--- src/eid_pkg.sv ---
// constants, types and state codes for the extended instruction decoder
// assumes one clock edge per instruction cycle and a core that owns fetch
//
// Contract
// RULE1: add literal to selected pointer, flags untouched
// RULE2: add-and-return adds to pointer two, pops stack
// RULE3: add-and-return takes two cycles, second idle
// RULE4: select value three means add-and-return
// RULE5: call via working register: push, load pc
// RULE6: indexed move source is pointer two plus offset
// RULE7: move destination 12-bit absolute, two words
// RULE8: indirect register source moves zero instead
// RULE9: low access-bank addresses use literal-offset indexing
// RULE10: lone second-word prefix executes as no-op
package eid_pkg;
  // widths
  localparam int ADDR_W = 12;
  localparam int PC_W = 21;
  localparam int DATA_W = 8;
  // opcode patterns
  localparam logic [7:0] OPC_ADD_PTR = 8'he8;
  localparam logic [7:0] OPC_MOVE = 8'heb;
  localparam logic [15:0] OPC_CALL_VIA_WORKING = 16'h0014;
  localparam logic [3:0] OPC_SECOND = 4'hf;
  // field positions
  localparam int SEL_HI = 7;
  localparam int SEL_LO = 6;
  localparam int LIT_HI = 5;
  localparam int OFS_HI = 6;
  localparam int BIT_OFS_ZERO = 7;
  localparam logic [1:0] SEL_RETURN = 2'h3;
  localparam logic [1:0] SEL_TWO = 2'h2;
  // access bank split and base of the upper access half
  localparam logic [7:0] INDEX_LIMIT = 8'h5f;
  localparam logic [3:0] ACCESS_HI_BANK = 4'hf;
  // pointer reset value and the byte moved from an indirect source
  localparam logic [ADDR_W-1:0] PTR_RESET = 12'h000;
  localparam logic [DATA_W-1:0] MOVE_ZERO = 8'h00;

  typedef enum logic [1:0] {
    ST_IDLE = 2'b00,
    ST_NOP = 2'b01,
    ST_MOVE = 2'b10
  } eid_state_type;

  // program counter request to the core
  typedef struct packed {
    logic load;
    logic [PC_W-1:0] value;
  } eid_pc_type;

  // return stack request
  typedef struct packed {
    logic push;
    logic pop;
    logic [PC_W-1:0] value;
  } eid_stack_type;

  // data memory write
  typedef struct packed {
    logic en;
    logic [ADDR_W-1:0] addr;
    logic [DATA_W-1:0] data;
  } eid_wr_type;
endpackage

--- src/eid_decode.sv ---
// extended instruction decoder and executor with its three indirect pointers
// assumes a data memory that answers a read one clock after the address
`timescale 1ns/1ps
module eid_decode #(
  parameter logic [11:0] INDIRECT_LO = 12'hfe0,
  parameter logic [11:0] INDIRECT_HI = 12'hfef
) (
  // clock and reset
  input wire logic sys_clk_in,
  input wire logic reset_n_in,
  // instruction stream
  input wire logic ext_enable_in,
  input wire logic instr_valid_in,
  input wire logic [15:0] instr_word_in,
  output logic instr_ready_out,
  // core state read by the block
  input wire logic [7:0] working_register_in,
  input wire logic [7:0] pc_high_latch_in,
  input wire logic [4:0] pc_upper_latch_in,
  input wire logic [20:0] top_of_return_stack_in,
  input wire logic [20:0] next_pc_in,
  // byte-oriented operand address translation
  input wire logic byte_op_in,
  input wire logic access_bit_in,
  input wire logic [7:0] file_addr_in,
  output logic [11:0] eff_addr_out,
  // data memory
  output logic [11:0] rd_addr_out,
  input wire logic [7:0] rd_data_in,
  output eid_pkg::eid_wr_type mem_wr_out,
  // control to the core
  output eid_pkg::eid_pc_type pc_out,
  output eid_pkg::eid_stack_type stack_out,
  output logic flush_out,
  output logic [35:0] pointers_out
);
  // sequencing overview, one clock edge per instruction cycle:
  // - idle: every opcode of the extended set may be taken
  // - nop: padding cycle after add-and-return or call via working
  // - move: waiting for the destination word of an indexed move
  //
  // add to pointer finishes in the taking cycle; the sum lands on
  // the next edge and the stream keeps flowing with no stall
  //
  // add-and-return and call via working both redirect fetch, so the
  // word after them is stale; ready drops for one cycle so that the
  // core can refill from the new pc while flush marks the idle slot
  //
  // the indexed move needs two words; the first issues the source
  // read, the second carries the destination and triggers the write
  // one edge later, when the read data has had a cycle to settle
  //
  // decodes are gated by idle so that a destination word whose low
  // bits happen to look like another opcode never acts as one
  //
  // limitations a user must know:
  // - pointers are only written here; the core has no write path
  // - pointer sums wrap silently at twelve bits
  // - the move and the translation read pointer two as it stood
  //   before any update made in the same cycle
  // - status flags do not exist in this block, so none can change
  // - the indirect register window is a parameter, not decoded from
  //   the full special register map, trading accuracy for size
  // - the high access half maps to the top bank, a fixed choice
  //
  // pc load, stack push and pop and flush are registered pulses, so the core sees
  // clean single-cycle requests at the cost of one cycle of latency
  //
  // state and pipeline registers
  eid_pkg::eid_state_type state_r, state_nxt;
  logic [11:0] ptr_r [3];
  logic [11:0] rd_addr_r;
  logic src_zero_r;
  logic [11:0] eff_addr_r;
  eid_pkg::eid_wr_type wr_r;
  eid_pkg::eid_pc_type pc_r;
  eid_pkg::eid_stack_type stack_r;
  logic flush_r;

  // decode of the word taken this cycle
  wire take = instr_valid_in && instr_ready_out;
  wire [1:0] sel = instr_word_in[eid_pkg::SEL_HI:eid_pkg::SEL_LO];
  wire [11:0] lit = {6'h00, instr_word_in[eid_pkg::LIT_HI:0]};
  // the second move word must never decode as a fresh opcode
  wire in_idle = state_r == eid_pkg::ST_IDLE;
  wire is_add = take && in_idle && ext_enable_in &&
                instr_word_in[15:8] == eid_pkg::OPC_ADD_PTR;
  wire is_add_ptr = is_add && sel != eid_pkg::SEL_RETURN; // [RULE1]
  wire is_add_ret = is_add && sel == eid_pkg::SEL_RETURN; // [RULE4]
  wire is_call_via_working = take && in_idle && ext_enable_in && instr_word_in == eid_pkg::OPC_CALL_VIA_WORKING;
  wire is_move = take && in_idle && ext_enable_in &&
                 instr_word_in[15:8] == eid_pkg::OPC_MOVE;
  // a second word reached in idle falls through every decode above
  wire is_second = take && state_r == eid_pkg::ST_MOVE; // [RULE10]
  wire [11:0] src_addr = ptr_r[2] + {5'h00, instr_word_in[eid_pkg::OFS_HI:0]}; // [RULE6]
  wire src_indirect = src_addr >= INDIRECT_LO && src_addr <= INDIRECT_HI;
  wire [11:0] add_sum = ptr_r[is_add_ret ? eid_pkg::SEL_TWO : sel] + lit;

  // literal-offset indexing for low access-bank operands
  wire use_index = ext_enable_in && !access_bit_in && file_addr_in <= eid_pkg::INDEX_LIMIT;
  wire [11:0] idx_addr = ptr_r[2] + {4'h0, file_addr_in};
  wire [11:0] acc_addr = (file_addr_in <= eid_pkg::INDEX_LIMIT) ? {4'h0, file_addr_in}
                         : {eid_pkg::ACCESS_HI_BANK, file_addr_in};

  // handshake is combinational: only the padding cycle stalls the stream
  assign instr_ready_out = state_r != eid_pkg::ST_NOP;

  // next state
  always_comb begin
    state_nxt = state_r;
    case (state_r)
      eid_pkg::ST_IDLE: begin
        if (is_add_ret || is_call_via_working) begin
          state_nxt = eid_pkg::ST_NOP; // [RULE3] [RULE5]
        end else if (is_move) begin
          state_nxt = eid_pkg::ST_MOVE; // [RULE7]
        end
      end
      eid_pkg::ST_NOP: state_nxt = eid_pkg::ST_IDLE;
      eid_pkg::ST_MOVE: begin
        if (take) begin
          state_nxt = eid_pkg::ST_IDLE;
        end
      end
      default: state_nxt = eid_pkg::ST_IDLE;
    endcase
  end

  // sequencer state
  always_ff @(posedge sys_clk_in) begin
    if (!reset_n_in) begin
      state_r <= eid_pkg::ST_IDLE;
    end else begin
      state_r <= state_nxt;
    end
  end

  // pointer updates; no status flag is touched by any of these
  always_ff @(posedge sys_clk_in) begin
    if (!reset_n_in) begin
      ptr_r[0] <= eid_pkg::PTR_RESET;
      ptr_r[1] <= eid_pkg::PTR_RESET;
      ptr_r[2] <= eid_pkg::PTR_RESET;
    end else if (is_add_ptr) begin
      ptr_r[sel] <= add_sum; // [RULE1]
    end else if (is_add_ret) begin
      ptr_r[2] <= add_sum; // [RULE2]
    end
  end

  // source read issued with the first move word
  always_ff @(posedge sys_clk_in) begin
    if (!reset_n_in) begin
      rd_addr_r <= 12'h000;
      src_zero_r <= 1'b0;
    end else if (is_move) begin
      rd_addr_r <= src_addr; // [RULE6]
      src_zero_r <= src_indirect; // [RULE8]
    end
  end

  // destination write with the second move word
  always_ff @(posedge sys_clk_in) begin
    if (!reset_n_in) begin
      wr_r <= '0;
    end else begin
      wr_r.en <= is_second;
      if (is_second) begin
        wr_r.addr <= instr_word_in[11:0]; // [RULE7]
        wr_r.data <= src_zero_r ? eid_pkg::MOVE_ZERO : rd_data_in; // [RULE8]
      end
    end
  end

  // program counter and stack requests, one-cycle pulses
  always_ff @(posedge sys_clk_in) begin
    if (!reset_n_in) begin
      pc_r <= '0;
      stack_r <= '0;
    end else begin
      pc_r.load <= is_add_ret || is_call_via_working;
      stack_r.pop <= is_add_ret; // [RULE2]
      stack_r.push <= is_call_via_working; // [RULE5]
      if (is_add_ret) begin
        pc_r.value <= top_of_return_stack_in; // [RULE2]
      end else if (is_call_via_working) begin
        pc_r.value <= {pc_upper_latch_in, pc_high_latch_in, working_register_in}; // [RULE5]
        stack_r.value <= next_pc_in; // [RULE5]
      end
    end
  end

  // flush marks the padding cycle while fetch restarts at the new pc
  always_ff @(posedge sys_clk_in) begin
    if (!reset_n_in) begin
      flush_r <= 1'b0;
    end else begin
      flush_r <= is_add_ret || is_call_via_working; // [RULE3]
    end
  end

  // operand address, registered: uses pointer two as it stands this cycle
  always_ff @(posedge sys_clk_in) begin
    if (!reset_n_in) begin
      eff_addr_r <= 12'h000;
    end else if (byte_op_in) begin
      eff_addr_r <= use_index ? idx_addr : acc_addr; // [RULE9]
    end
  end

  assign rd_addr_out = rd_addr_r;
  assign mem_wr_out = wr_r;
  assign pc_out = pc_r;
  assign stack_out = stack_r;
  assign flush_out = flush_r;
  assign eff_addr_out = eff_addr_r;
  assign pointers_out = {ptr_r[2], ptr_r[1], ptr_r[0]};
endmodule

--- config.mk ---
export PLATFORM = sky130hd
export DESIGN_NAME = eid_decode
export DESIGN_NICKNAME = d
export VERILOG_FILES = /design/src/eid_pkg.sv /design/src/eid_decode.sv
export SDC_FILE = /design/constraint.sdc
export NUM_CORES = 1
export LEC_CHECK = 0
export BUFFER_PORTS_ARGS = -buffer_cell sky130_fd_sc_hd__buf_2
export CORE_AREA = 5 5 118 120
export CTS_CLUSTER_DIAMETER = 120
export DETAILED_ROUTE_END_ITERATION = 8
export DIE_AREA = 0 0 123 125
export GPL_TIMING_DRIVEN = 0
export HOLD_SLACK_MARGIN = 0.08
export PLACE_DENSITY = 0.84
export REMOVE_ABC_BUFFERS = 1
export SYNTH_ARGS = -nofsm -noshare
export SYNTH_HDL_FRONTEND = slang
export SYNTH_SLANG_ARGS = --single-unit
--- constraint.sdc ---
create_clock -name sys_clk_in -period 9.5 [get_ports sys_clk_in]
set_clock_uncertainty 0.15 [all_clocks]
set_input_delay 0.95 -clock sys_clk_in [delete_from_list [all_inputs] [get_ports sys_clk_in]]
set_output_delay 0.95 -clock sys_clk_in [all_outputs]
set_load 0.05 [all_outputs]
[Yosys cells after proc, flatten, opt, wreduce, memory -nomap -nowiden]
Memories as Yosys holds them, arrays and structs flattened.
Index checks and enable logic that the tools add are counted.
Word-level totals
  register bits: 93
  bits in writable memories: 36
  bits of input ports: 101
  output and inout port bits: 128
  logic and storage cells: 71
  memories kept: 1
Memory list
  ptr_r: words 3, bits a word 12, rd ports 4, clocked after Yosys merged registers in 0, write ports 3, RTL line eid_decode.sv:71  | logic [11:0] ptr_r [3];
Cells by class
  add/sub/neg operators: 3
  $lt $le $gt $ge: 3
  equality and inequality tests: 9
  multiplexer cells: 22
  bitwise operators: 2
  reductions and logical operators: 19
Operators by type and width (count)
  $mux W12: 4
  $mux W21: 2
  $eq A16 B5 Y1 const B: 1
  $eq A8 B8 Y1 const B: 2
  $add A12 B6 Y12: 1
  $add A12 B7 Y12: 1
  $add A12 B8 Y12: 1
  $ge A12 B12 Y1 const B: 1
  $le A12 B12 Y1 const B: 1
  $logic_and A1 B1 Y1: 12
  $reduce_or A12 Y1: 1
  $mux W2: 5
  $mux W1: 9
  $le A8 B7 Y1 const B: 1
  $mux W8: 1
  $eq A2 B2 Y1 const B: 2
  $ne A2 B2 Y1 const B: 2
  $pmux W2 S2: 1
  $reduce_and A2 Y1: 2
  $ne A3 B1 Y1 const B: 1
  $logic_not A2 Y1: 1
  $ne A2 B1 Y1 const B: 1
  $reduce_bool A2 Y1: 1
  $logic_not A1 Y1: 1
  other kinds (3): 3

[Depth between registers and ports, before layout]
  depth after elaboration: 11
  gate-level depth with buffers: 17
  mapped depth without buffers: 15

[Worst setup path after synthesis]
OpenSTA, ideal clock, no wires.
  path type: input to register
  from: input port instr_word_in[10]
  to: memory ptr_r[0][10], data pin
  setup time: 265 ps
  data arrival time: 4119 ps
  data required time: 9085 ps
  setup slack: 4966 ps
  stages on the path: 17
  path buffers: 2
  cells stage by stage: or2_1 > nor4b_4 > buf_4 > nand2b_1 > buf_6 > mux2i_1 > a21oi_1 > ha_1 > inv_1 > fa_1 > nor2b_1 > o21ai_0 > a21oi_1 > o21ai_0 > a2111o_1 > xor2_1 > nor2_1
RTL lines
  start, declared: RTL line eid_decode.sv:14  | input wire logic [15:0] instr_word_in,
  end, declared: RTL line eid_decode.sv:71

==> metrics.md <==
| Metric | Value |
|---|---|
| Synth Instances | `736` |
| RSZ-0062 raised after global routing | `no` |
| FMAX | `195 MHz` |
| Seq pwr share | `44.0%` |
| CTS sink cnt | `141` |
| Post-route ant nets | `0` |
| Largest net degree at the start of global routing | `83` |
| Most common flop cell mapped by yosys | `dfxtp_1` |
| Hold-fix buffers, CTS | `0` |
| Root buf cell | `clkbuf_16` |
| Post-synthesis cell area | `6700 um2` |
| # port buffers | `228` |
| FF-to-FF setup slack | `4640 ps` |
| Crit path DAT | `5130 ps` |
| Synth top cells by count | `nand2_1 (109), a21oi_1 (94), dfxtp_1 (93)` |
| Clock Latency Late Sink | `420 ps` |
| First-pass GRT wire length | `28,900 um` |
| Syn_area_per_cell | `9.10 um2` |
| Wire length per cell | `16.3 um` |
| Worst Setup EP | `ptr_r[0][10]` |
| Combinational share of power | `12.6%` |
| GR Util All Layers | `23.7%` |
| P_sw | `0.000383 W` |
| Syn. warnings | `0` |
| Setup TNS | `0 ps` |
| Clk pwr share | `43.4%` |
| # DRC | `0` |
| Worst hold path class | `reg2reg` |
| Post-route worst setup slack | `4370 ps` |
| Post-synthesis sequential area ratio | `49.3%` |
| Internal | `0.00110 W` |
| # rows | `42` |
| Placed Cells | `1,111` |
| Chip Width | `123 um` |
| Status | `completed` |
| Most numerous cell in the Yosys netlist | `nand2_1` |
| Initial antenna violation count | `1` |
| Clock Path Buffers | `2` |
| Final WL | `18,700 um` |
| Critical Path RT | `9500 ps` |
| Reg clk slew, reported paths | `60 ps` |
| First DRT Iteration DRCs | `508` |
| Slew headroom | `14.9%` |
| Period utilization | `54.0%` |
| Via density | `5.42` |
| Post-synth top area share | `27.8%` |
| Critical Path Start | `instr_word_in[10]` |
| Post_cts resized | `0` |
| P_leak | `3.80 nW` |
| DIE AREA | `15,400 um2` |
| Area delta synth->final | `28.2%` |
| Count of final max-slew check failures | `0` |
| Core Area | `12,900 um2` |
| Worst slew pin tran | `1270 ps` |
| RePlAce Congestion | `0.926` |
| Vias in the first global route | `5,716` |
| Grt ovf | `0` |
| Layout fillers | `1,066` |
| Worst ir drop on vdd | `151 uV` |
| H-tree depth | `4` |
| FF-to-FF Start | `state_r[0]` |
| Pwr/cell area | `173 nW/um2` |
| Fraction of registers with async set/reset | `0%` |
| Critical Path Start Type | `input pin` |
| Share of cells above drive strength 1 | `28.2%` |
| DIE HEIGHT | `125 um` |
| Final Setup Violations | `0` |
| CP max FO | `15` |
| Crit Path Class | `in2reg` |
| CTS tree | `yes` |
| DRT Pass-1 Iters | `5` |
| Place WS | `3970 ps` |
| MaxCap Viol Count | `0` |
| Fin area | `8590 um2` |
| Seq cells post-synth | `141` |
| R2R depth | `15` |
| Hpwl dp | `14,000 um` |
| Minimum clock period | `5130 ps` |
| Dpl cell area | `7970 um2` |
| Final cell count without fillers | `1,144` |
| Synth area leader | `dfxtp_1` |
| Top cells by area, synth | `dfxtp_1 (28%), edfxtp_1 (22%), a21oi_1 (7.0%), nand2_1 (6.1%), nor2_1 (4.7%)` |
| Worst setup EP type | `register` |
| Post-layout nets | `1,080` |
| Pwr Total | `0.00148 W` |
| Via count | `6,198` |
| Count of cell types in the netlist | `59` |
| Final hold vios | `0` |
| Worst R2R End | `ptr_r[0][10]` |
| IO Pins | `229` |
| EDFF count, synth | `48` |
| Switching part of the total power | `25.8%` |
| TritonCTS Buffers | `17` |
| Buffer count from post-CTS setup fixing | `0` |
| Initial Util | `52.0%` |
[cells in the final DEF, fill, tap and decap left out, drive strengths merged, types with 3 or more instances in the layout]
| cell | count |
|---|---|
| buf | 233 |
| nand2 | 109 |
| a21oi | 94 |
| dfxtp | 93 |
| nor2 | 84 |
| edfxtp | 48 |
| inv | 32 |
| a22oi | 21 |
| ha | 21 |
| clkbuf | 21 |
| a211oi | 20 |
| o21ai | 19 |
| mux2i | 17 |
| xor2 | 13 |
| nor2b | 12 |
| xnor2 | 12 |
| conb | 12 |
| nor3 | 9 |
| nor3b | 9 |
| nand2b | 8 |
| nand3b | 6 |
| o21a | 6 |
| or2 | 6 |
| nand3 | 5 |
| clkinv | 5 |
| nor4 | 4 |
| a21o | 3 |
| a2bb2oi | 3 |
| and3 | 3 |
| o211ai | 3 |
| fa | 3 |
[worst min path at each step]
stage                        startpoint            end  slack [ps]  depth (start not counted)
after floorplan              state_r[0]     state_r[1]         300                          1
after global placement    stack_out[18]  stack_out[18]         290                          2
after detailed placement     pc_out[13]     pc_out[13]         290                          2
after CTS                    pc_out[13]     pc_out[13]         300                          2
after global routing          pc_out[8]      pc_out[8]         310                          2
final                      stack_out[3]   stack_out[3]         300                          2
[metal layers]
layer,share of wire (%),vias to the layer above,global-route usage (%),routed length (um)
met1,41,2920,29.6,7600
met2,49,230,38.7,9140
li1,-,3011,-,-
met4,2.6,0,9.97,479
met3,7.7,37,6.23,1440
met5,0,-,0,0
[final cells by class]
cell class	instances	area [um2]	share of cell area [%]
multi-input combinational	534	3170	36.9
timing repair buffer	233	1210	14.0
antenna	1	2.50	0.0291
clock inverter	10	100	1.17
sequential	141	3300	38.5
clock buffer	21	483	5.62
tap	176	220	2.56
inverter	28	106	1.24
[critical path: stages]
cell,delay [ps]
buf_2,110
or2_1,300
nor4b_4,850
nand2b_1,510
mux2i_1,150
a21oi_1,170
ha_1,180
inv_1,50
fa_1,390
nor2b_1,120
o21ai_0,110
a21oi_1,200
o21ai_0,170
a2111o_1,450
xor2_1,320
nor2_1,100
[stage by stage]
stage / hold slack (ps) / util (%)
after floorplan: 302 / -
after global placement: 285 / 61.5
after detailed placement: 291 / 61.9
after CTS: 298 / 66.5
after global routing: 313 / 66.7
final: 297 / 66.7
[power by group through the flow]
stage               logic [W]  registers [W]  clock network [W]
floorplan           0.0000886       0.000695                  0
global placement     0.000180       0.000664                  0
detailed placement   0.000183       0.000665                  0
CTS                  0.000184       0.000652           0.000656
global route         0.000204       0.000654           0.000683
finish               0.000187       0.000652           0.000644
[logic make-up after synthesis]
group                      after synthesis  share of synthesized area (%)
DFF                                    141                           49.3
buffers and inverters                   72                           4.28
muxes                                   18                           2.71
xor gates and xnor gates                25                           3.27
AOI/OAI and AO/OA                      187                           17.0
adders and majority gates               24                           4.82
and+or+nand+nor                        268                           18.6
other                                    1                         0.0560
[flip-flops by register name (all words and copies together) (netlist names)]
name,count
eff_addr_out,12
state_r,2
flush_out,1
pc_out,21
stack_out,23
src_zero_r,1
rd_addr_out,12
ptr_r,48
mem_wr_out,21
Note: power is estimated with default switching activity, not from simulation.
